### config.mk
export PLATFORM = sky130hd
export DESIGN_NAME = rcd_top
export DESIGN_NICKNAME = d
export VERILOG_FILES = /design/src/hw/rcd_pkg.sv /design/src/hw/rcd_fifo.sv /design/src/hw/rcd_top.sv
export SDC_FILE = /design/constraint.sdc
export NUM_CORES = 1
export LEC_CHECK = 0
export BUFFER_PORTS_ARGS = -buffer_cell sky130_fd_sc_hd__buf_4
export CORE_MARGIN = 5
export CORE_UTILIZATION = 40
export DETAILED_ROUTE_END_ITERATION = 10
export GPL_ROUTABILITY_DRIVEN = 0
export PLACE_DENSITY_LB_ADDON = 0.1
export SLEW_MARGIN = 10
export SYNTH_ARGS = -nofsm -noshare
export SYNTH_HDL_FRONTEND = slang
export SYNTH_SLANG_ARGS = --single-unit
### constraint.sdc
create_clock -name sys_clk_i -period 6.91 [get_ports sys_clk_i]
set_input_delay 1.382 -clock sys_clk_i [delete_from_list [all_inputs] [get_ports sys_clk_i]]
set_output_delay 1.382 -clock sys_clk_i [all_outputs]
set_load 0.1 [all_outputs]
### src/hw/rcd_pkg.sv
package rcd_pkg;

	// ---------------------------------------------------------------
	// widths of the re-driven groups
	// ---------------------------------------------------------------
	localparam int ADDR_W = 16;
	localparam int BANK_W = 3;
	localparam int CMD_W = 3;
	localparam int TERM_W = 2;
	localparam int CKE_W = 2;
	localparam int SEL_W = 4;
	localparam int KIND_W = 2;

	// ---------------------------------------------------------------
	// fifo sizing
	// ---------------------------------------------------------------
	localparam int FIFO_DEPTH = 16;
	localparam int ENTRY_W = KIND_W + ADDR_W + BANK_W + CMD_W + TERM_W + CKE_W + SEL_W;

	// ---------------------------------------------------------------
	// field positions inside one queued entry
	// ---------------------------------------------------------------
	localparam int POS_SEL = 0;
	localparam int POS_CKE = POS_SEL + SEL_W;
	localparam int POS_TERM = POS_CKE + CKE_W;
	localparam int POS_CMD = POS_TERM + TERM_W;
	localparam int POS_BANK = POS_CMD + CMD_W;
	localparam int POS_ADDR = POS_BANK + BANK_W;
	localparam int POS_KIND = POS_ADDR + ADDR_W;

	// ---------------------------------------------------------------
	// entry kinds
	// ---------------------------------------------------------------
	localparam logic [1:0] KIND_ACCESS = 2'h0;
	localparam logic [1:0] KIND_CTRL_WORD = 2'h1;
	localparam logic [1:0] KIND_DESELECT = 2'h2;

	// ---------------------------------------------------------------
	// reset and idle values
	// ---------------------------------------------------------------
	localparam logic [SEL_W-1:0] SEL_ALL_HIGH = 4'hf;
	localparam logic [SEL_W-1:0] SEL_RESET = 4'h0;
	localparam logic [ADDR_W-1:0] ADDR_RESET = 16'h0000;
	localparam logic [BANK_W-1:0] BANK_RESET = 3'h0;
	localparam logic [CMD_W-1:0] CMD_RESET = 3'h0;
	localparam logic [TERM_W-1:0] TERM_RESET = 2'h0;
	localparam logic [CKE_W-1:0] CKE_RESET = 2'h0;

	// ---------------------------------------------------------------
	// pin synchroniser depth
	// ---------------------------------------------------------------
	localparam int SYNC_STAGES = 2;

endpackage

### src/hw/rcd_fifo.sv
`timescale 1ns/1ps
module rcd_fifo #(
	parameter int WIDTH = 32,
	parameter int DEPTH = 16
) (
	// clock and reset
	input wire logic sys_clk_i,
	input wire logic arst_n_i,
	// filling side
	input wire logic in_valid_i,
	output logic in_ready_o,
	input wire logic [WIDTH-1:0] in_data_i,
	// draining side
	output logic out_valid_o,
	input wire logic out_ready_i,
	output logic [WIDTH-1:0] out_data_o
);
	localparam int AW = $clog2(DEPTH);

	logic [WIDTH-1:0] mem [DEPTH];
	logic [AW-1:0] wr_ptr;
	logic [AW-1:0] rd_ptr;
	logic [AW:0] count;
	logic [AW-1:0] next_wr_ptr;
	logic [AW-1:0] next_rd_ptr;
	logic [AW:0] next_count;
	logic [WIDTH-1:0] next_out_data;
	logic next_out_valid;
	logic push;
	logic pop;
	logic head_load;

	// the head word sits in out_data_o; count covers the array only
	assign in_ready_o = (count != DEPTH[AW:0]);
	assign push = in_valid_i && in_ready_o;
	assign pop = out_valid_o && out_ready_i;
	assign head_load = (!out_valid_o || pop) && (count != '0);

	// ---------------------------------------------------------------
	// pointer and head register next values
	// ---------------------------------------------------------------
	always_comb begin
		next_wr_ptr = push ? wr_ptr + 1'b1 : wr_ptr;
		next_rd_ptr = head_load ? rd_ptr + 1'b1 : rd_ptr;
		next_count = count + {{AW{1'b0}}, push} - {{AW{1'b0}}, head_load};
		next_out_data = head_load ? mem[rd_ptr] : out_data_o;
		next_out_valid = head_load || (out_valid_o && !pop);
	end

	always_ff @(posedge sys_clk_i or negedge arst_n_i) begin
		if (!arst_n_i) begin
			wr_ptr <= '0;
			rd_ptr <= '0;
			count <= '0;
			out_data_o <= '0;
			out_valid_o <= 1'b0;
		end else begin
			wr_ptr <= next_wr_ptr;
			rd_ptr <= next_rd_ptr;
			count <= next_count;
			out_data_o <= next_out_data;
			out_valid_o <= next_out_valid;
		end
	end

	// storage array has no reset, so it maps onto plain ram
	always_ff @(posedge sys_clk_i) begin
		if (push) begin
			mem[wr_ptr] <= in_data_i;
		end
	end

endmodule // rcd_fifo

### src/hw/rcd_top.sv
`timescale 1ns/1ps
module rcd_top #(
	parameter int FIFO_DEPTH = rcd_pkg::FIFO_DEPTH
) (
	// system clock and reset
	input wire logic sys_clk_i,
	input wire logic arst_n_i,
	// differential clock pins from the controller
	input wire logic ck_t_i,
	input wire logic ck_c_i,
	// gated inputs
	input wire logic [rcd_pkg::ADDR_W-1:0] addr_in_i,
	input wire logic [rcd_pkg::BANK_W-1:0] bank_addr_in_i,
	input wire logic row_strobe_in_n_i,
	input wire logic col_strobe_in_n_i,
	input wire logic write_en_in_n_i,
	// ungated inputs
	input wire logic [rcd_pkg::TERM_W-1:0] term_in_i,
	input wire logic [rcd_pkg::CKE_W-1:0] clk_en_in_i,
	// select inputs, bit 0 is select_in_zero, bit 1 select_in_one
	input wire logic [rcd_pkg::SEL_W-1:0] select_in_quad_n_i,
	// configuration pins
	input wire logic quad_select_enable_n_i,
	input wire logic addr_float_bit_i,
	input wire logic three_cycle_timing_i,
	input wire logic copy_a_en_i,
	input wire logic copy_b_en_i,
	// drain stall and queue status
	input wire logic drive_stall_i,
	output logic cmd_ready_o,
	output logic illegal_sel_o,
	// gated outputs, shared data with per-copy enables
	output logic [rcd_pkg::ADDR_W-1:0] gated_out_addr_o,
	output logic [rcd_pkg::BANK_W-1:0] gated_out_bank_o,
	output logic [rcd_pkg::CMD_W-1:0] gated_out_cmd_n_o,
	output logic gated_out_a_oe_o,
	output logic gated_out_b_oe_o,
	// select outputs
	output logic [1:0] select_out_zero_copies_n_o,
	output logic [1:0] select_out_one_copies_n_o,
	output logic [rcd_pkg::SEL_W-1:0] select_out_quad_n_o,
	output logic select_out_a_oe_o,
	output logic select_out_b_oe_o,
	// termination and clock enable outputs
	output logic [rcd_pkg::TERM_W-1:0] term_out_o,
	output logic term_out_a_oe_o,
	output logic term_out_b_oe_o,
	output logic [rcd_pkg::CKE_W-1:0] clk_en_out_o,
	output logic clk_en_out_a_oe_o,
	output logic clk_en_out_b_oe_o
);

	// ---------------------------------------------------------------
	// pin synchronisers
	// ---------------------------------------------------------------
	localparam int PIN_W = 2 + rcd_pkg::ADDR_W + rcd_pkg::BANK_W + rcd_pkg::CMD_W
		+ rcd_pkg::TERM_W + rcd_pkg::CKE_W + rcd_pkg::SEL_W + 5;

	logic [PIN_W-1:0] pin_raw;
	logic [PIN_W-1:0] pin_meta;
	logic [PIN_W-1:0] pin_sync;

	assign pin_raw = {ck_t_i, ck_c_i, addr_in_i, bank_addr_in_i, row_strobe_in_n_i,
		col_strobe_in_n_i, write_en_in_n_i, term_in_i, clk_en_in_i, select_in_quad_n_i,
		quad_select_enable_n_i, addr_float_bit_i, three_cycle_timing_i, copy_a_en_i,
		copy_b_en_i};

	// pin_meta is read only by pin_sync; nothing else looks at it
	always_ff @(posedge sys_clk_i or negedge arst_n_i) begin
		if (!arst_n_i) begin
			pin_meta <= '0;
			pin_sync <= '0;
		end else begin
			pin_meta <= pin_raw;
			pin_sync <= pin_meta;
		end
	end

	logic s_ck_t;
	logic s_ck_c;
	logic [rcd_pkg::ADDR_W-1:0] s_addr;
	logic [rcd_pkg::BANK_W-1:0] s_bank;
	logic [rcd_pkg::CMD_W-1:0] s_cmd;
	logic [rcd_pkg::TERM_W-1:0] s_term;
	logic [rcd_pkg::CKE_W-1:0] s_cke;
	logic [rcd_pkg::SEL_W-1:0] s_sel;
	logic s_quad_n;
	logic s_float;
	logic s_three;
	logic s_copy_a;
	logic s_copy_b;

	assign {s_ck_t, s_ck_c, s_addr, s_bank, s_cmd, s_term, s_cke, s_sel, s_quad_n, s_float,
		s_three, s_copy_a, s_copy_b} = pin_sync;

	// ---------------------------------------------------------------
	// crossing detector
	// ---------------------------------------------------------------
	logic ck_t_prev;
	logic ck_c_prev;
	logic next_ck_t_prev;
	logic next_ck_c_prev;
	logic crossing;
	logic clk_stopped;

	// a crossing is true rising while complement falls
	assign crossing = s_ck_t && !ck_t_prev && !s_ck_c && ck_c_prev;
	assign clk_stopped = !s_ck_t && !s_ck_c;

	always_comb begin
		next_ck_t_prev = s_ck_t;
		next_ck_c_prev = s_ck_c;
	end

	always_ff @(posedge sys_clk_i or negedge arst_n_i) begin
		if (!arst_n_i) begin
			ck_t_prev <= 1'b0;
			ck_c_prev <= 1'b0;
		end else begin
			ck_t_prev <= next_ck_t_prev;
			ck_c_prev <= next_ck_c_prev;
		end
	end

	// ---------------------------------------------------------------
	// select decode
	// ---------------------------------------------------------------
	logic [rcd_pkg::SEL_W-1:0] sel_eff;
	logic [2:0] low_count;
	logic pair_lo_both;
	logic pair_hi_both;
	logic sel_illegal;
	logic [1:0] kind;

	// two-select mode treats the upper selects as high
	assign sel_eff = s_quad_n ? {2'b11, s_sel[1:0]} : s_sel;
	assign pair_lo_both = !sel_eff[0] && !sel_eff[1];
	assign pair_hi_both = !sel_eff[2] && !sel_eff[3];
	assign low_count = 3'({2'b00, !sel_eff[0]} + {2'b00, !sel_eff[1]}
		+ {2'b00, !sel_eff[2]} + {2'b00, !sel_eff[3]});
	// three lows are never expected; they are dropped and flagged
	assign sel_illegal = (low_count == 3'h3);

	always_comb begin
		if (low_count == 3'h0) begin
			kind = rcd_pkg::KIND_DESELECT;
		end else if (pair_lo_both || pair_hi_both) begin
			kind = rcd_pkg::KIND_CTRL_WORD;
		end else begin
			kind = rcd_pkg::KIND_ACCESS;
		end
	end

	// ---------------------------------------------------------------
	// command queue
	// ---------------------------------------------------------------
	logic [rcd_pkg::ENTRY_W-1:0] entry_in;
	logic [rcd_pkg::ENTRY_W-1:0] entry_out;
	logic entry_in_valid;
	logic entry_out_valid;
	logic entry_pop_ready;
	logic queue_ready;

	// sampled once per crossing, all groups in one word
	assign entry_in = {kind, s_addr, s_bank, s_cmd, s_term, s_cke, sel_eff};
	assign entry_in_valid = crossing && !sel_illegal;
	assign entry_pop_ready = !drive_stall_i;
	assign cmd_ready_o = queue_ready;

	rcd_fifo #(
		.WIDTH(rcd_pkg::ENTRY_W),
		.DEPTH(FIFO_DEPTH)
	) u_queue (
		.sys_clk_i(sys_clk_i),
		.arst_n_i(arst_n_i),
		.in_valid_i(entry_in_valid),
		.in_ready_o(queue_ready),
		.in_data_i(entry_in),
		.out_valid_o(entry_out_valid),
		.out_ready_i(entry_pop_ready),
		.out_data_o(entry_out)
	);

	logic [1:0] q_kind;
	logic [rcd_pkg::ADDR_W-1:0] q_addr;
	logic [rcd_pkg::BANK_W-1:0] q_bank;
	logic [rcd_pkg::CMD_W-1:0] q_cmd;
	logic [rcd_pkg::TERM_W-1:0] q_term;
	logic [rcd_pkg::CKE_W-1:0] q_cke;
	logic [rcd_pkg::SEL_W-1:0] q_sel;
	logic apply;

	assign q_kind = entry_out[rcd_pkg::POS_KIND +: rcd_pkg::KIND_W];
	assign q_addr = entry_out[rcd_pkg::POS_ADDR +: rcd_pkg::ADDR_W];
	assign q_bank = entry_out[rcd_pkg::POS_BANK +: rcd_pkg::BANK_W];
	assign q_cmd = entry_out[rcd_pkg::POS_CMD +: rcd_pkg::CMD_W];
	assign q_term = entry_out[rcd_pkg::POS_TERM +: rcd_pkg::TERM_W];
	assign q_cke = entry_out[rcd_pkg::POS_CKE +: rcd_pkg::CKE_W];
	assign q_sel = entry_out[rcd_pkg::POS_SEL +: rcd_pkg::SEL_W];
	assign apply = entry_out_valid && entry_pop_ready;

	// ---------------------------------------------------------------
	// output state
	// ---------------------------------------------------------------
	logic [rcd_pkg::ADDR_W-1:0] next_addr;
	logic [rcd_pkg::BANK_W-1:0] next_bank;
	logic [rcd_pkg::CMD_W-1:0] next_cmd;
	logic [rcd_pkg::TERM_W-1:0] next_term;
	logic [rcd_pkg::CKE_W-1:0] next_cke;
	logic [rcd_pkg::SEL_W-1:0] sel_q;
	logic [rcd_pkg::SEL_W-1:0] next_sel;
	logic drive_en;
	logic next_drive_en;
	logic addr_floated;
	logic next_addr_floated;
	logic three_latched;
	logic next_three_latched;
	logic next_illegal;

	// output registers change on a popped crossing word; clock enables also clear on a stopped clock pair
	always_comb begin
		next_addr = gated_out_addr_o;
		next_bank = gated_out_bank_o;
		next_cmd = gated_out_cmd_n_o;
		next_term = term_out_o;
		next_cke = clk_en_out_o;
		next_sel = sel_q;
		// first crossing after release turns the drivers on
		next_drive_en = drive_en || crossing;
		// three-cycle timing sticks until the next reset
		next_three_latched = three_latched || s_three;
		// a float left over from before three-cycle timing is dropped at once
		next_addr_floated = addr_floated && !next_three_latched;
		next_illegal = crossing && sel_illegal;
		if (apply) begin
			case (q_kind)
				rcd_pkg::KIND_ACCESS: begin
					next_addr = q_addr;
					next_bank = q_bank;
					next_cmd = q_cmd;
					next_term = q_term;
					next_cke = q_cke;
					next_sel = q_sel;
					next_addr_floated = 1'b0;
				end
				rcd_pkg::KIND_CTRL_WORD: begin
					next_sel = rcd_pkg::SEL_ALL_HIGH;
				end
				rcd_pkg::KIND_DESELECT: begin
					next_sel = rcd_pkg::SEL_ALL_HIGH;
					next_term = q_term;
					next_cke = q_cke;
					// float only with the bit set and three-cycle timing off
					next_addr_floated = s_float && !next_three_latched;
				end
				default: begin
					next_sel = sel_q;
				end
			endcase
		end
		// stopped clock pair pulls clock enables low; the next access or deselect word restores them
		if (clk_stopped) begin
			next_cke = rcd_pkg::CKE_RESET;
		end
	end

	always_ff @(posedge sys_clk_i or negedge arst_n_i) begin
		if (!arst_n_i) begin
			gated_out_addr_o <= rcd_pkg::ADDR_RESET;
			gated_out_bank_o <= rcd_pkg::BANK_RESET;
			gated_out_cmd_n_o <= rcd_pkg::CMD_RESET;
			term_out_o <= rcd_pkg::TERM_RESET;
			clk_en_out_o <= rcd_pkg::CKE_RESET;
			sel_q <= rcd_pkg::SEL_RESET;
			drive_en <= 1'b0;
			addr_floated <= 1'b0;
			three_latched <= 1'b0;
			illegal_sel_o <= 1'b0;
		end else begin
			gated_out_addr_o <= next_addr;
			gated_out_bank_o <= next_bank;
			gated_out_cmd_n_o <= next_cmd;
			term_out_o <= next_term;
			clk_en_out_o <= next_cke;
			sel_q <= next_sel;
			drive_en <= next_drive_en;
			addr_floated <= next_addr_floated;
			three_latched <= next_three_latched;
			illegal_sel_o <= next_illegal;
		end
	end

	// ---------------------------------------------------------------
	// select pin mapping
	// ---------------------------------------------------------------
	// two-select mode drives two copies of each select; quad pins mirror
	assign select_out_zero_copies_n_o = {2{sel_q[0]}};
	assign select_out_one_copies_n_o = {2{sel_q[1]}};
	assign select_out_quad_n_o = sel_q;

	// ---------------------------------------------------------------
	// output enables
	// ---------------------------------------------------------------
	logic pins_live;
	logic cke_forced_low;

	// a stopped clock pair floats the bus; only the clock enable register is cleared
	assign pins_live = drive_en && !clk_stopped && arst_n_i;
	assign cke_forced_low = !pins_live;

	assign gated_out_a_oe_o = pins_live && s_copy_a && !addr_floated;
	assign gated_out_b_oe_o = pins_live && s_copy_b && !addr_floated;
	assign select_out_a_oe_o = pins_live && s_copy_a;
	assign select_out_b_oe_o = pins_live && s_copy_b;
	assign term_out_a_oe_o = pins_live && s_copy_a;
	assign term_out_b_oe_o = pins_live && s_copy_b;
	// clock enables are driven whenever the rest floats, and read low except in the first cycle of a stop
	assign clk_en_out_a_oe_o = cke_forced_low || s_copy_a;
	assign clk_en_out_b_oe_o = cke_forced_low || s_copy_b;

endmodule // rcd_top

# After elaboration in Yosys (flattened, before gate mapping)
# Memories as Yosys holds them, arrays and structs flattened. A register that Yosys moved wholly into a read port is not among the register bits.
# Cells that the tools add are included.
[classes]
reduce_logical = 55
n_mux = 11
n_addsub = 7
n_eq_ne = 4
[ops]
columns = ["operator", "count"]
rows = [
  ["1-bit logical AND", 20],
  ["1-bit logical NOT", 16],
  ["4-bit by 1-bit adder with 4-bit output, second input constant", 2],
  ["2-bit 2-to-1 mux", 4],
  ["4-bit one-hot mux with 2 select lines", 1],
  ["2-bit AND reduction", 4],
  ["1-bit logical OR", 7],
  ["2-bit nonzero test", 3],
  ["5-bit by 1-bit adder with 5-bit output", 1],
  ["5-bit inequality test, second input constant", 1],
  ["5-bit nonzero test", 1],
  ["5-bit by 1-bit subtractor with 5-bit output", 1],
  ["1-bit 2-to-1 mux", 4],
  ["4-bit 2-to-1 mux", 1],
  ["2-bit OR reduction", 2],
  ["2-bit by 1-bit adder with 3-bit output", 1],
  ["3-bit by 1-bit adder with 3-bit output", 1],
  ["3-bit by 2-bit == test with 1-bit output, second input constant", 1],
  ["3-bit logical NOT", 1],
  ["1-bit by 1-bit adder with 2-bit output", 1],
  ["2-bit by 1-bit == test with 1-bit output, second input constant", 1],
  ["2-bit == test, second input constant", 1],
  ["2-bit logical NOT", 1],
  ["1-bit one-hot mux with 2 select lines", 1],
]
[totals]
in_bits = 40
mem_bits_rw = 512
mem_count = 1
ff_bits = 124
[memory_table]
columns = ["memory", "depth", "word_bits", "read_ports", "rd_clocked_by_memory_dff", "write_ports", "line", "text"]
rows = [
  ["u_queue.mem", 16, 32, 1, 1, 1, "rcd_fifo.sv:20", "logic [WIDTH-1:0] mem [DEPTH];"],
]

# Depth between registers and ports, before layout
[depth]
ltp_word = 11
depth_mapped = 15
mapped_depth_nobuf = 14

# Hierarchy
# From an unflattened synthesis, not the netlist that was laid out.
[hier_totals]
hier_cells = 1150
area_unflattened_um2 = 25029.0
[modules_own_cells]
columns = ["mod", "area_each_um2", "instances", "seq_area_each_um2", "cells_each"]
rows = [
  ["rcd_fifo", 21548.2, 1, 16525.8, 945],
  ["rcd_top", 3480.8, 1, 2752.6, 205],
]

# Worst setup path before layout
# Ideal clock, no wire load.
[synth_path]
path_kind = "input to output"
start = "input arst_n_i"
end = "output gated_out_a_oe_o"
cell_stages = 4
n_path_buf = 0
t_arrival_ps = 3763
path_slack_ps = 1765
cell_sequence = "nand2_1 nor2_1 and2_1 nor2b_1"
[synth_via]
elab_chain_cells = 3
[synth_lines]
columns = ["element", "line", "text"]
rows = [
  ["start: declaration", "rcd_top.sv:7", "input wire logic arst_n_i,"],
  ["1-bit logical AND", "rcd_top.sv:308", "assign pins_live = drive_en && !clk_stopped && arst_n_i;"],
  ["1-bit logical AND", "-", ""],
  ["via select_out_a_oe_o", "rcd_top.sv:42", "output logic select_out_a_oe_o,"],
  ["1-bit logical AND", "rcd_top.sv:311", "assign gated_out_a_oe_o = pins_live && s_copy_a && !addr_floated;"],
  ["end: declaration", "rcd_top.sv:36", "output logic gated_out_a_oe_o,"],
]
# The timed path passes the listed nets, and every way through them passes these cells.

# Final worst setup path
[layout_path]
start = "register pin_sync[8]"
end = "memory u_queue.mem[2][18] (enable)"
[layout_via]
elab_chain_cells = 9
[layout_lines]
columns = ["element", "line", "text"]
rows = [
  ["start: declaration", "rcd_top.sv:61", "logic [PIN_W-1:0] pin_sync;"],
  ["start signal: assignment", "rcd_top.sv:75", "pin_sync <= pin_meta;"],
  ["4-bit 2-to-1 mux", "rcd_top.sv:136", "assign sel_eff = s_quad_n ? {2'b11, s_sel[1:0]} : s_sel;"],
  ["via sel_eff, one bit", "rcd_top.sv:128", "logic [rcd_pkg::SEL_W-1:0] sel_eff;"],
  ["1-bit logical NOT", "rcd_top.sv:140", "+ {2'b00, !sel_eff[2]} + {2'b00, !sel_eff[3]});"],
  ["3-bit by 1-bit adder with 3-bit output", "rcd_top.sv:140", ""],
  ["3-bit by 2-bit == test with 1-bit output", "rcd_top.sv:142", "assign sel_illegal = (low_count == 3'h3);"],
  ["1-bit logical NOT", "rcd_top.sv:166", "assign entry_in_valid = crossing && !sel_illegal;"],
  ["1-bit logical AND", "rcd_top.sv:166", ""],
  ["1-bit logical AND", "rcd_fifo.sv:35", "assign push = in_valid_i && in_ready_o;"],
  ["1-bit 2-to-1 mux", "rcd_fifo.sv:68", "if (push) begin"],
  ["1-bit 2-to-1 mux (implied by the code)", "rcd_fifo.sv:69", "mem[wr_ptr] <= in_data_i;"],
  ["end: declaration", "rcd_fifo.sv:20", ""],
]
# The timed path passes the listed nets, and every way through them passes these cells.

==> results.tsv <==
stage	metric	value	unit
clocking	worst-skew pair later-pin latency	0.59	ns
power_and_ir_drop	leakage power total	9.753	nW
routing	Total Wirelength	52200	um
finish	share of layout cells above drive strength 1	32.03	%
power_and_ir_drop	Power per Cell Area	417.1	nW/um2
place	Cells after DPL	1982	
finish	commonest non-fill, non-tap cell in the layout	edfxtp_1	
routing	Detail Route Antenna Nets	0	
sta	actual slew at the worst max-slew pin	1.025	ns
finish	commonest non-fill, non-tap cells in the layout	edfxtp_1 (512), dfrtp_1 (153), mux4_2 (128)	
yosys	area leader, netlist	edfxtp_1	
clocking	Clock transition at path regs	0.06	ns
finish	FILL cells	5166	
global_route	total grt overflow	0	
yosys	sequential area share after synthesis	77.99	%
floorplanning	core area	61480	um2
outcome	status	completed	
worst_setup_path	CP Capture Type	flop	
finish	Nets	1326	
power_and_ir_drop	VDD IR max	286.7	uV
worst_hold_path	Worst Hold Class	reg -> reg	
worst_setup_path	worst path arrival time	4.59	ns
sta	Max-slew headroom	31.64	%
global_route	Total GRT Usage	15.91	%
yosys	Synth top area share	62.20	%
yosys	Area contributors post-synth	edfxtp_1 (62%), dfrtp_1 (16%), mux4_2 (12%)	
floorplanning	die area	66870	um2
floorplanning	# IOs	84	
clocking	clock sinks	668	
sta	Clock Skew	0.01353	ns
sta	Tcrit/Tclk final	63.13	%
worst_setup_path	CP startpoint kind	flop	
yosys	Cell Area, Synth	24720	um2
sta	Setup WS post-layout	2.547	ns
place	I/O Buffers	83	
clocking	post-cts sizing count	0	
yosys	Cell variety after synth	41	
place	HPWL after DPL	28110	um
worst_setup_path	crit-path max FO	24	
clocking	root buf cell	clkbuf_16	
clocking	Post-CTS Repair Setup Buffers	0	
finish	register area	19290	um2
floorplanning	Die Ht	258.6	um
clocking	H-tree depth	3	
global_route	pin count of the biggest net entering global routing	130	
sta	final setup TNS	0	ns
floorplanning	Initial Utilization	40.20	%
global_route	first-pass GRT wire length	79140	um
finish	Layout Cells excl Fill	2117	
sta	Fmax	0.2292	GHz
clocking	CTS buffer count	73	
place	dpl ws	2.486	ns
routing	DR iter-0 viols	660	
finish	utilization after layout	46.73	%
clocking	CTS Hold Bufs	0	
routing	routed vias/inst	5.269	
routing	TritonRoute pass-1 iters	5	
sta	Slew Viols, Final	0	
yosys	Syn Nets	1200	
global_route	vias in the first global route	12080	
clocking	CTS Buffer Depth	3	
yosys	#FFs+latches synth	668	
job	max-cap viol count	0	
yosys	Yosys Warn Count	0	
finish	ANT cells	0	
worst_setup_path	required time of the critical path	7.13	ns
yosys	Cells after Synth	1141	
sta	Min Clock Period, post-route	4.363	ns
worst_setup_path	WS Path Type	reg -> reg	
global_route	initial antenna violation count	1	
routing	Residual DRC	0	
floorplanning	die width	258.6	um
clocking	CTS tree	yes	
yosys	post-synthesis area per instance	21.66	um2
sta	final hold violation count	0	
finish	Layout area overhead	16.23	%
finish	area of the multi-input gates	5120	um2
sta	RSZ-0062 raised after global routing	no	
routing	Via Count	11150	
routing	routed length per instance	24.66	um
sta	# setup viols final	0	
floorplanning	# rows	91	
==> critical path, cell delays in order (launching register included) <==
cell	delay (ns)
dfrtp_1	0.37
or2_2	0.44
fa_1	0.52
inv_1	0.05
ha_1	0.17
ha_1	0.31
nand2_1	0.09
o211a_1	0.37
nand2_1	0.30
nor3_2	0.79
buf_4	0.55
==> synthesized netlist by cell type, drive strengths merged <==
| library cell | number |
|---|---|
| o21ai | 2 |
| or2 | 4 |
| o211a | 1 |
| dfrtp | 156 |
| fa | 2 |
| nand4 | 2 |
| nand2b | 3 |
| nor2b | 4 |
| a32oi | 1 |
| nor4b | 1 |
| o21bai | 1 |
| or3 | 2 |
| a21oi | 39 |
| clkbuf | 24 |
| mux4 | 128 |
| mux2 | 57 |
| buf | 38 |
| ha | 17 |
| xor2 | 3 |
| edfxtp | 512 |
| mux2i | 2 |
| nand3b | 1 |
| and2 | 2 |
| nor2 | 29 |
| nor3 | 5 |
| xnor2 | 7 |
| a21o | 1 |
| nor3b | 1 |
| nand2 | 12 |
| o22ai | 64 |
| nand4bb | 1 |
| inv | 18 |
| nor4bb | 1 |
==> worst paths after layout <==
check	slack, ns	startpoint	cells past startpoint	to
worst max-delay path	2.55	pin_sync[8]	10	u_queue.mem[2][18]
worst min-delay path	0.34	pin_meta[4]	0	pin_sync[4]
worst min register to register	0.34	pin_meta[4]	0	pin_sync[4]
worst max register to register	2.55	pin_sync[8]	10	u_queue.mem[2][18]
min in group asynchronous	0.68	arst_n_i	1	pin_sync[21]
max in group asynchronous	4.70	arst_n_i	3	u_queue.rd_ptr[2]
==> layout make-up <==
type	count	share of cell area (%)
clock buffer	108	7.434
clock inverter	27	0.8754
inverter	18	0.2352
multi-input combinational	393	17.82
sequential	668	67.13
tap	790	3.440
timing repair buffer	113	3.062
==> where the power goes <==
group / switching, W / total, W / internal [W]
Clock: 0.00150 / 0.00383 / 0.00233
Sequential: 0.000227 / 0.00484 / 0.00462
Combinational: 0.00201 / 0.00331 / 0.00131
==> layer usage <==
metal	GRT usage [%]	share of wire [%]
met5	0	0
met4	3.866	1.8
met3	2.991	3.9
met2	25.87	49
met1	22.58	45
==> cell families (layout without fill, tap and decap cells) <==
| group | count (synthesis) | in the layout | share of synthesized area, % |
|---|---|---|---|
| muxes | 187 | 187 | 14.34 |
| DFF | 668 | 668 | 77.99 |
| adders and majority gates | 19 | 19 | 1.022 |
| buffers and inverters | 80 | 266 | 1.787 |
| AOI/OAI and AO/OA | 109 | 109 | 3.169 |
| xor gates and xnor gates | 10 | 10 | 0.3543 |
| and+or+nand+nor | 68 | 68 | 1.336 |
==> state kept, by name (all words and copies together), names as in the netlist, 2 cells and up <==
name	count
u_queue.mem	512
gated_out_cmd_n_o	3
pin_sync	37
gated_out_bank_o	3
term_out_o	2
u_queue.out_data_o	32
gated_out_addr_o	16
u_queue.rd_ptr	4
u_queue.count	5
clk_en_out_o	2
u_queue.wr_ptr	4
pin_meta	37
select_out_quad_n_o	4
==> per-stage QoR <==
stage,hold slack (ns),power [W],area [um2]
after global routing,0.3449,0.01255,28730
after floorplan,0.3312,0.007519,24720
after CTS,0.3420,0.01220,28730
final,0.3401,0.01198,28730
after global placement,0.3330,0.008315,26340
after detailed placement,0.3357,0.008316,26340
No activity file was read; power rests on OpenSTA's default activity.
